File: config.mk
export PLATFORM = sky130hd
export DESIGN_NAME = etpc_top
export DESIGN_NICKNAME = d
export VERILOG_FILES = /design/src/inc/etpc_pkg.sv /design/src/core/etpc_axil.sv /design/src/core/etpc_chan.sv /design/src/core/etpc_top.sv
export SDC_FILE = /design/constraint.sdc
export NUM_CORES = 1
export LEC_CHECK = 0
export ABC_AREA = 1
export BUFFER_PORTS_ARGS = -buffer_cell sky130_fd_sc_hd__buf_2
export CAP_MARGIN = 20
export CORE_MARGIN = 5
export CORE_UTILIZATION = 53
export DETAILED_ROUTE_END_ITERATION = 7
export PLACE_DENSITY = 0.76
export SLEW_MARGIN = 0
export SYNTH_ARGS = -nofsm -noshare
export SYNTH_HDL_FRONTEND = slang
export SYNTH_SLANG_ARGS = --single-unit
File: constraint.sdc
create_clock -name aclk -period 3.3 [get_ports aclk]
set_clock_uncertainty 0.15 [all_clocks]
set_input_delay 0.33 -clock aclk [delete_from_list [all_inputs] [get_ports aclk]]
set_output_delay 0.33 -clock aclk [all_outputs]
set_load 0.05 [all_outputs]
File: src/inc/etpc_pkg.sv
// shared constants and types of the enhanced timer pwm / capture block
// assumes a 32-bit axi4-lite register bus and a 16-bit counter
package etpc_pkg;
  // register byte offsets
  localparam logic [31:0] OFS_CTRL_ONE = 32'h0000_0000;
  localparam logic [31:0] OFS_CTRL_TWO = 32'h0000_0004;
  localparam logic [31:0] OFS_PERIOD = 32'h0000_0008;
  localparam logic [31:0] OFS_CMP_A = 32'h0000_000c;
  localparam logic [31:0] OFS_CMP_B = 32'h0000_0010;
  localparam logic [31:0] OFS_FLAGS = 32'h0000_0014;
  localparam logic [31:0] OFS_COUNT = 32'h0000_0018;
  // field positions
  localparam int CF_CLR_SRC = 6;
  localparam int CF_RUN = 7;
  localparam int CF_ALIGN = 6;
  localparam int FL_A = 0;
  localparam int FL_B = 1;
  localparam int FL_P = 2;
  // reset values
  localparam logic [7:0] CTRL_RST = 8'h00;
  localparam logic [7:0] PERIOD_RST = 8'h00;
  localparam logic [15:0] CMP_RST = 16'h0000;
  // counter limits
  localparam logic [15:0] CNT_FULL = 16'hffff;
  localparam logic [15:0] HALF_FULL = 16'h8000;
  // capture edge codes of the pin-function pair
  localparam logic [1:0] CAP_RISE = 2'b00;
  localparam logic [1:0] CAP_FALL = 2'b01;
  localparam logic [1:0] CAP_BOTH = 2'b10;
  localparam logic [1:0] CAP_OFF = 2'b11;
  // bus answers
  localparam logic [1:0] RESP_OKAY = 2'h0;
  localparam logic [1:0] RESP_SLVERR = 2'h2;

  typedef enum logic [1:0] {
    ETPC_MODE_CMP = 2'b00, ETPC_MODE_CAP = 2'b01,
    ETPC_MODE_PWM = 2'b10, ETPC_MODE_TMR = 2'b11
  } etpc_mode_t;
  typedef enum logic [1:0] {
    FUNC_LOW = 2'b00, FUNC_HIGH = 2'b01, FUNC_PWM = 2'b10, FUNC_ONE = 2'b11
  } etpc_func_t;
  typedef enum logic [1:0] {
    ALIGN_EDGE = 2'b00, ALIGN_UP = 2'b01, ALIGN_DOWN = 2'b10, ALIGN_BOTH = 2'b11
  } etpc_align_t;
  // low six bits of each control register
  typedef struct packed {
    logic invert;
    logic out_ctrl;
    etpc_func_t pin_func;
    etpc_mode_t mode_sel;
  } etpc_chan_cfg_t;
  typedef struct packed {
    logic en;
    logic [31:0] addr;
    logic [31:0] data;
    logic [3:0] strb;
  } etpc_wreq_t;
endpackage

File: src/core/etpc_axil.sv
// axi4-lite slave front end: one write and one read at a time
// assumes the register file answers reads and write errors combinationally
`timescale 1ns/1ps
`default_nettype none
module etpc_axil
  import etpc_pkg::*;
(
  // clock and reset
  input wire logic aclk,
  input wire logic aresetn,
  // write channels
  input wire logic awvalid,
  output logic awready,
  input wire logic [31:0] awaddr,
  input wire logic wvalid,
  output logic wready,
  input wire logic [31:0] wdata,
  input wire logic [3:0] wstrb,
  output logic bvalid,
  input wire logic bready,
  output logic [1:0] bresp,
  // read channels
  input wire logic arvalid,
  output logic arready,
  input wire logic [31:0] araddr,
  output logic rvalid,
  input wire logic rready,
  output logic [31:0] rdata,
  output logic [1:0] rresp,
  // register file side
  output etpc_wreq_t wreq,
  input wire logic wr_err,
  output logic [31:0] rd_addr,
  input wire logic [31:0] rd_data,
  input wire logic rd_err
);
  logic awready_q, wready_q, bvalid_q, arready_q, rvalid_q;
  logic [31:0] aw_q, wd_q, rdata_q;
  logic [3:0] ws_q;
  logic [1:0] bresp_q, rresp_q;
  wire wr_fire;

  // both halves held and no answer pending
  assign wr_fire = ~awready_q & ~wready_q & ~bvalid_q;
  assign wreq = '{en: wr_fire, addr: aw_q, data: wd_q, strb: ws_q};
  assign rd_addr = araddr;
  assign {awready, wready, bvalid, bresp} = {awready_q, wready_q, bvalid_q, bresp_q};
  assign {arready, rvalid, rdata, rresp} = {arready_q, rvalid_q, rdata_q, rresp_q};

  always_ff @(posedge aclk) begin
    if (!aresetn) begin
      {awready_q, wready_q, arready_q} <= 3'h7;
      {bvalid_q, rvalid_q} <= 2'h0;
      {aw_q, wd_q, rdata_q} <= '0;
      {ws_q, bresp_q, rresp_q} <= '0;
    end else begin
      if (awvalid && awready_q) begin
        aw_q <= awaddr;
        awready_q <= 1'b0;
      end
      if (wvalid && wready_q) begin
        {wd_q, ws_q} <= {wdata, wstrb};
        wready_q <= 1'b0;
      end
      if (wr_fire) begin
        bvalid_q <= 1'b1;
        bresp_q <= wr_err ? RESP_SLVERR : RESP_OKAY;
      end
      if (bvalid_q && bready) begin
        {bvalid_q, awready_q, wready_q} <= 3'b011;
      end
      if (arvalid && arready_q) begin
        {arready_q, rvalid_q} <= 2'b01;
        rdata_q <= rd_data;
        rresp_q <= rd_err ? RESP_SLVERR : RESP_OKAY;
      end
      if (rvalid_q && rready) begin
        {rvalid_q, arready_q} <= 2'b01;
      end
    end
  end
endmodule
`default_nettype wire

File: src/core/etpc_chan.sv
// one channel pin: output shaping in pwm modes, edge capture detection
// assumes pin_in is synchronous to aclk
`timescale 1ns/1ps
`default_nettype none
module etpc_chan
  import etpc_pkg::*;
(
  // clock and reset
  input wire logic aclk,
  input wire logic aresetn,
  // configuration
  input wire etpc_chan_cfg_t cfg,
  input wire logic pwm_mode,
  input wire logic cap_mode,
  input wire logic pin_unused,
  // raw generator level
  input wire logic active,
  // pin
  input wire logic pin_in,
  output logic pin_out,
  output logic pin_oe,
  // capture event
  output logic cap_stb
);
  logic pin_prev_q;
  logic pin_out_q;
  logic pin_oe_q;
  wire level;
  wire drive;
  wire rise;
  wire fall;
  wire drive_en;

  assign level = (cfg.out_ctrl ? active : ~active) ^ cfg.invert;
  // forced levels leave the generator running upstream
  assign drive = (cfg.pin_func == FUNC_LOW) ? 1'b0 :
                 (cfg.pin_func == FUNC_HIGH) ? 1'b1 : level;
  assign drive_en = pwm_mode & ~pin_unused;
  assign rise = pin_in & ~pin_prev_q;
  assign fall = ~pin_in & pin_prev_q;
  assign cap_stb = cap_mode & ((cfg.pin_func == CAP_RISE & rise) |
                   (cfg.pin_func == CAP_FALL & fall) |
                   (cfg.pin_func == CAP_BOTH & (rise | fall)));
  assign pin_out = pin_out_q;
  assign pin_oe = pin_oe_q;

  always_ff @(posedge aclk) begin
    if (!aresetn) begin
      pin_prev_q <= 1'b0;
      pin_out_q <= 1'b0;
      pin_oe_q <= 1'b0;
    end else begin
      pin_prev_q <= pin_in;
      pin_out_q <= drive_en & drive;
      pin_oe_q <= drive_en;
    end
  end
endmodule
`default_nettype wire

File: src/core/etpc_top.sv
// enhanced timer: pwm output, single pulse output and capture input modes
// assumes pins and the external trigger are synchronous to aclk (10 mhz)
`timescale 1ns/1ps
`default_nettype none
module etpc_top
  import etpc_pkg::*;
#(
  parameter int CNT_W = 16
) (
  // clock and reset
  input wire logic aclk,
  input wire logic aresetn,
  // axi4-lite write
  input wire logic awvalid,
  output logic awready,
  input wire logic [31:0] awaddr,
  input wire logic wvalid,
  output logic wready,
  input wire logic [31:0] wdata,
  input wire logic [3:0] wstrb,
  output logic bvalid,
  input wire logic bready,
  output logic [1:0] bresp,
  // axi4-lite read
  input wire logic arvalid,
  output logic arready,
  input wire logic [31:0] araddr,
  output logic rvalid,
  input wire logic rready,
  output logic [31:0] rdata,
  output logic [1:0] rresp,
  // channel pins
  input wire logic chan_a_pin_in,
  output logic chan_a_pin_out,
  output logic chan_a_pin_oe,
  input wire logic chan_b_pin_in,
  output logic chan_b_pin_out,
  output logic chan_b_pin_oe,
  // external trigger
  input wire logic ext_clock_pin,
  // match flags
  output logic chan_a_match_flag,
  output logic chan_b_match_flag,
  output logic period_match_flag
);
  logic [7:0] ctrl_one_q, ctrl_two_q, period_q;
  logic [CNT_W-1:0] cmp_a_q, cmp_b_q, cnt_q;
  logic [2:0] flags_q;
  logic up_q, run_prev_q, ext_prev_q, pulse_b_q;
  logic [31:0] rd_data;
  logic rd_err;
  etpc_wreq_t wreq;

  function automatic logic hit(input logic [31:0] a, input logic [31:0] o);
    hit = (a == o);
  endfunction

  function automatic logic [15:0] merge16(input logic [15:0] old,
                                          input logic [31:0] d,
                                          input logic [3:0] s);
    merge16 = {s[1] ? d[15:8] : old[15:8], s[0] ? d[7:0] : old[7:0]};
  endfunction

  // configuration decode
  wire etpc_chan_cfg_t cfg_a = etpc_chan_cfg_t'(ctrl_one_q[5:0]);
  wire etpc_chan_cfg_t cfg_b = etpc_chan_cfg_t'(ctrl_two_q[5:0]);
  wire clr_src = ctrl_one_q[CF_CLR_SRC];
  wire run = ctrl_one_q[CF_RUN];
  wire etpc_align_t align = etpc_align_t'(ctrl_two_q[CF_ALIGN+1:CF_ALIGN]);
  // both channel mode pairs are expected equal; channel a's pair steers
  wire pwm_mode = cfg_a.mode_sel == ETPC_MODE_PWM;
  wire cap_mode = cfg_a.mode_sel == ETPC_MODE_CAP;
  wire spm = pwm_mode & (cfg_a.pin_func == FUNC_ONE);
  wire pwm_run = pwm_mode & ~spm;
  wire centre = pwm_run & (align != ALIGN_EDGE);
  wire a_sets_period = pwm_run & clr_src;
  wire run_rise = run & ~run_prev_q;
  wire ext_rise = ext_clock_pin & ~ext_prev_q;
  // the count is stale in the run rise cycle, so no match may fire then
  wire live = run & ~run_rise;

  // write decode
  wire wr_one = wreq.en & hit(wreq.addr, OFS_CTRL_ONE) & wreq.strb[0];
  wire wr_two = wreq.en & hit(wreq.addr, OFS_CTRL_TWO) & wreq.strb[0];
  wire wr_per = wreq.en & hit(wreq.addr, OFS_PERIOD) & wreq.strb[0];
  wire wr_cma = wreq.en & hit(wreq.addr, OFS_CMP_A);
  wire wr_cmb = wreq.en & hit(wreq.addr, OFS_CMP_B);
  wire wr_flg = wreq.en & hit(wreq.addr, OFS_FLAGS) & wreq.strb[0];
  wire wr_known = hit(wreq.addr, OFS_CTRL_ONE) | hit(wreq.addr, OFS_CTRL_TWO) |
                  hit(wreq.addr, OFS_PERIOD) | hit(wreq.addr, OFS_CMP_A) |
                  hit(wreq.addr, OFS_CMP_B) | hit(wreq.addr, OFS_FLAGS) |
                  hit(wreq.addr, OFS_COUNT);
  wire wr_err = ~wr_known;

  // period limits; period byte zero lets the edge counter use all 65536 states
  wire [15:0] top_p = (period_q == 8'h00) ? CNT_FULL :
                      16'({period_q, 8'h00} - 16'h0001);
  wire [15:0] top_e = a_sets_period ? 16'(cmp_a_q - 16'h0001) : top_p;
  wire [15:0] half = clr_src ? cmp_a_q :
                     (period_q == 8'h00) ? HALF_FULL :
                     {1'b0, period_q, 7'h00};
  wire [15:0] lim = centre ? 16'(half - 16'h0001) : top_e;
  wire at_top = cnt_q == top_e;
  wire [15:0] cnt_inc = 16'(cnt_q + 16'h0001);
  wire [15:0] cnt_dec = 16'(cnt_q - 16'h0001);
  wire turn_down = up_q & (cnt_inc == half);
  wire turn_up = ~up_q & (cnt_q == 16'h0001);

  // comparator matches
  wire eq_a = cnt_q == cmp_a_q;
  wire eq_b = cnt_q == cmp_b_q;
  wire dir_ok = (align == ALIGN_BOTH) | ((align == ALIGN_UP) & up_q) |
                ((align == ALIGN_DOWN) & ~up_q);
  wire match_a = live & (centre ? eq_a & dir_ok :
                 a_sets_period ? at_top : eq_a);
  wire match_b = live & eq_b & (~centre | dir_ok);
  wire match_p = live & ~spm &
                 (centre ? turn_up : at_top & ~a_sets_period);
  wire spm_end = spm & live & eq_a;

  // raw generator levels; duty at or beyond the period saturates
  wire duty_a = (cnt_q < cmp_a_q) | (cmp_a_q > lim);
  wire duty_b = (cnt_q < cmp_b_q) | (cmp_b_q > lim);
  wire act_a = spm ? run : run & duty_a;
  wire act_b = spm ? pulse_b_q & run : run & duty_b;

  wire cap_a;
  wire cap_b;
  wire [2:0] flag_set = {match_p,
                         match_b | (spm & live & eq_b) | cap_b,
                         match_a | spm_end | cap_a};

  // read decode
  always_comb begin
    rd_data = 32'h0000_0000;
    rd_err = 1'b0;
    if (hit(araddr, OFS_CTRL_ONE)) begin
      rd_data = {24'h000000, ctrl_one_q};
    end else if (hit(araddr, OFS_CTRL_TWO)) begin
      rd_data = {24'h000000, ctrl_two_q};
    end else if (hit(araddr, OFS_PERIOD)) begin
      rd_data = {24'h000000, period_q};
    end else if (hit(araddr, OFS_CMP_A)) begin
      rd_data = {16'h0000, cmp_a_q};
    end else if (hit(araddr, OFS_CMP_B)) begin
      rd_data = {16'h0000, cmp_b_q};
    end else if (hit(araddr, OFS_FLAGS)) begin
      rd_data = {29'h00000000, flags_q};
    end else if (hit(araddr, OFS_COUNT)) begin
      rd_data = {16'h0000, cnt_q};
    end else begin
      rd_err = 1'b1;
    end
  end

  etpc_axil u_axil (
    .aclk(aclk), .aresetn(aresetn),
    .awvalid(awvalid), .awready(awready), .awaddr(awaddr),
    .wvalid(wvalid), .wready(wready), .wdata(wdata), .wstrb(wstrb),
    .bvalid(bvalid), .bready(bready), .bresp(bresp),
    .arvalid(arvalid), .arready(arready), .araddr(araddr),
    .rvalid(rvalid), .rready(rready), .rdata(rdata), .rresp(rresp),
    .wreq(wreq), .wr_err(wr_err),
    .rd_addr(), .rd_data(rd_data), .rd_err(rd_err)
  );

  // channel a pin idles when channel a sets the period
  etpc_chan u_chan_a (
    .aclk(aclk), .aresetn(aresetn), .cfg(cfg_a),
    .pwm_mode(pwm_mode), .cap_mode(cap_mode), .pin_unused(a_sets_period),
    .active(act_a), .pin_in(chan_a_pin_in), .pin_out(chan_a_pin_out),
    .pin_oe(chan_a_pin_oe), .cap_stb(cap_a)
  );

  etpc_chan u_chan_b (
    .aclk(aclk), .aresetn(aresetn), .cfg(cfg_b),
    .pwm_mode(pwm_mode), .cap_mode(cap_mode), .pin_unused(1'b0),
    .active(act_b), .pin_in(chan_b_pin_in), .pin_out(chan_b_pin_out),
    .pin_oe(chan_b_pin_oe), .cap_stb(cap_b)
  );

  // control registers; hardware trigger beats software, software beats
  // the automatic stop
  always_ff @(posedge aclk) begin
    if (!aresetn) begin
      {ctrl_one_q, ctrl_two_q, period_q} <= {CTRL_RST, CTRL_RST, PERIOD_RST};
    end else begin
      if (spm_end) begin
        ctrl_one_q[CF_RUN] <= 1'b0;
      end
      if (wr_one) begin
        ctrl_one_q <= wreq.data[7:0];
      end
      if (spm & ext_rise) begin
        ctrl_one_q[CF_RUN] <= 1'b1;
      end
      if (wr_two) begin
        ctrl_two_q <= wreq.data[7:0];
      end
      if (wr_per) begin
        period_q <= wreq.data[7:0];
      end
    end
  end

  // channel registers; a capture beats a software write
  always_ff @(posedge aclk) begin
    if (!aresetn) begin
      {cmp_a_q, cmp_b_q} <= {CMP_RST, CMP_RST};
    end else begin
      cmp_a_q <= cap_a ? cnt_q : wr_cma ? merge16(cmp_a_q, wreq.data, wreq.strb) :
                 cmp_a_q;
      cmp_b_q <= cap_b ? cnt_q : wr_cmb ? merge16(cmp_b_q, wreq.data, wreq.strb) :
                 cmp_b_q;
    end
  end

  // sticky flags, write one to clear, a new event wins over the clear
  always_ff @(posedge aclk) begin
    if (!aresetn) begin
      flags_q <= 3'h0;
    end else begin
      flags_q <= (flags_q & ~(wr_flg ? wreq.data[2:0] : 3'h0)) | flag_set;
    end
  end
  assign chan_a_match_flag = flags_q[FL_A];
  assign chan_b_match_flag = flags_q[FL_B];
  assign period_match_flag = flags_q[FL_P];

  // counter
  always_ff @(posedge aclk) begin
    if (!aresetn) begin
      cnt_q <= 16'h0000;
      {up_q, run_prev_q, ext_prev_q, pulse_b_q} <= 4'b1000;
    end else begin
      run_prev_q <= run;
      ext_prev_q <= ext_clock_pin;
      pulse_b_q <= spm & live & (pulse_b_q | eq_b);
      if (run_rise) begin
        cnt_q <= 16'h0000;
        up_q <= 1'b1;
      end else if (!run) begin
        cnt_q <= cnt_q;
      end else if (spm) begin
        cnt_q <= cnt_inc;
      end else if (centre) begin
        cnt_q <= up_q ? cnt_inc : cnt_dec;
        up_q <= turn_down ? 1'b0 : turn_up ? 1'b1 : up_q;
      end else begin
        cnt_q <= at_top ? 16'h0000 : cnt_inc;
      end
    end
  end
endmodule
`default_nettype wire

==> run metrics <==
status=complete, no violations; Tmin final=3.23 ns; Post-Synth Adder-Cell Area=0.0762; critical path class=reg2reg; pins over their slew limit=0; Yosys top cell area share=0.283; Leak=6.54 nW; first-pass GRT wire length=63900 microns; HPWL after DPL=31300 microns; pwr dens=321 mW/mm^2; Crit path buffers/inverters=7; diode count=0; CTS clk-pin slew, worst paths=0.07 ns; IO Count=158; synthesized area per cell=6.63 sq um; Compound-Gate Fraction of Synth Area=0.210; nets@finish=2122; vias per inst=5.86; layout cells sized above 1=0.214; design area=0.0142 sq mm; max_cap viols=0; drt pass-1 iters=7; Synth area leaders=dfxtp_1 28%, nand2_1 9.3%, nor2_1 7.7%; Core Rows=53; actual slew at the worst max-slew pin=0.849 ns; RSZ-0062 raised after global routing=yes; Die Height=155 microns; post-synth top area cell=dfxtp_1; DRT Wirelength=41700 microns; XOR/XNOR Fraction of Synth Area=0.0345; vias=13100; crit share post-route=0.978; largest family of logic cells by synthesized area=simple AND/OR/NAND/NOR gates; Slowest Stage Delay on Critical Path=0.33 ns; most frequent cell after synthesis=nand2_1; Yosys cell types=56; antenna violations before repair=0; crit start category=flop; Die X=155 microns; initial core utilization=0.535; GRT overflow=0; GP Congestion=1.04; TritonCTS clock tree=yes; mux share of post-synthesis cell area=0; Antenna Nets Post-Route=0; Final Hold Fails=0; htree depth=4; Hold WC Path Type=in2reg; cts bufs inserted=17; CP Max Fanout=2; DRT iter0 DRCs=1502; DRC viols=0; CP required=3.49 ns; most frequent CP cell=nand2_1; CTS Sinks=158; Longest Clk Path Bufs=2; Simple-Gate Fraction of Synth Area=0.292; slowest stage cell, crit path=dfxtp_2; GRT Util Overall=0.333; CP delay by family, top=simple AND/OR/NAND/NOR gates; fill cell count=1761; Slew headroom=0.433; Seq cells post-synth=158; Crit. End Element=flop; CP arrival=3.42 ns; Seq/Total Area, Yosys=0.283; Clock Latency Late Sink=0.44 ns; Core Box Area=0.0209 sq mm; Die ar.=0.0241 sq mm; Synth Flop Type=dfxtp_1; Fmax achieved=310 MHz; Post-Layout Cell Count=2232; Avg WL per Cell=18.7 microns; Final setup viols=0; Post-synth EDFFs=0; PortBufs=121; number of synthesis warnings=0; largest net degree at the start of global routing=40; Post-synth top cells=278 x nand2_1, 228 x nor2_1, 167 x inv_1, 158 x dfxtp_1, 140 x o21ai_0; Hold Slack=0.00651 ns; Post-synth ARST share=0; clock root cell=clkbuf_16; Max IR drop VDD=0.446 mV; dpl cells=2159; Cell Area, Placed=0.0129 sq mm; number of global-route vias before repair=12100; Cell Area, Synth=0.0112 sq mm; Syn-to-layout area delta=27.0%; Mapped Cells=1685
[power by group]
part	total (mW)	internal, mW	leakage, nW	switching [mW]
logic	0.414	0.138	4.94	0.276
clock network	2.12	1.11	0.309	1.01
registers	2.02	1.97	1.29	0.0517
total	4.56	3.22	6.54	1.34
[worst paths after layout]
check	from	slack, ns	to	cells past startpoint
setup / recovery	period_q[1]	0.07	u_chan_a.pin_out	25
hold / removal	wdata[10]	0.007	u_axil.wd_q[10]	3
setup reg to reg	period_q[1]	0.07	u_chan_a.pin_out	25
hold reg to reg	u_axil.rdata[9]	0.31	u_axil.rdata[9]	2
[final cells by class]
class                   count  area, sq um  share of cell area
multi-input cells        1265         7180               0.506
flip-flops and latches    158         3180               0.224
repair buffers            312         2130               0.150
inverters                 190          716              0.0504
clock buffers              17          425              0.0300
well taps                 275          344              0.0243
clock inverters            15          210              0.0148
[per-layer routing]
layer / vias to the layer above / global-route usage / wire, microns
li1: 6194 / - / -
met1: 5934 / 0.435 / 16400
met2: 793 / 0.538 / 18700
met3: 161 / 0.0554 / 4120
met4: 0 / 0.162 / 2430
met5: - / 0 / 0
[registers in the layout, summed over array words and instances, names as in the netlist, 16 cells and up]
signal	count
u_axil.aw_q	32
cmp_a_q	16
cmp_b_q	16
cnt_q	16
u_axil.rdata	16
u_axil.wd_q	16
[cell usage in the layout, fill, tap and decap left out, drive strengths merged, types with 2 or more instances in the layout]
cell type / netlist / layout
nand2: 283 / 283
buf: 32 / 283
nor2: 243 / 243
inv: 179 / 187
dfxtp: 158 / 158
o21ai: 153 / 153
a21oi: 116 / 116
nand3: 115 / 115
ha: 68 / 68
a211oi: 48 / 48
xor2: 37 / 37
nor3: 32 / 32
dlygate4sd3: 0 / 29
nor4: 23 / 23
nand4: 22 / 22
a31oi: 22 / 22
conb: 1 / 18
o211ai: 17 / 17
o221ai: 17 / 17
clkbuf: 57 / 17
clkinv: 11 / 17
or2: 9 / 9
a221oi: 8 / 8
xnor2: 7 / 7
o21a: 4 / 4
o22ai: 4 / 4
and2: 3 / 3
and3: 2 / 2
nor3b: 2 / 2
o21bai: 2 / 2
o2111ai: 2 / 2
[timing repair]
action | CTS | global route
buffers inserted | 0 | 13
hold buffers | 29 | 0
endpoints found under the hold margin | 30 | 0
pin swaps | 0 | 30
setup endpoints to repair | 2 | 8
gates resized for setup | 3 | 75
[tightest hold or removal path, delay by kind of cell]
kind | cells | cell delay [ns]
AO/OA/AOI/OAI | 1 | 0.07
buffers and inverters | 1 | 0.07
AND/OR/NAND/NOR | 1 | 0.08
[cells by family after synthesis]
family / Yosys count
fa+ha+maj: 68
other cells: 1
flops: 158
xor+xnor: 44
simple gates: 736
compound gates: 399
buf+inv: 279
[per-stage QoR]
step	worst slack (ns)	util	power [mW]	setup TNS, ns
after floorplan	0.259	-	2.31	0
after global placement	0.00144	0.616	2.42	0
after detailed placement	-0.0780	0.616	2.44	-0.104
after CTS	-0.0125	0.661	4.55	-0.0125
after global routing	-0.0781	0.679	4.69	-0.0866
final	0.0718	0.679	4.56	0
No activity file was read; power rests on OpenSTA's default activity.
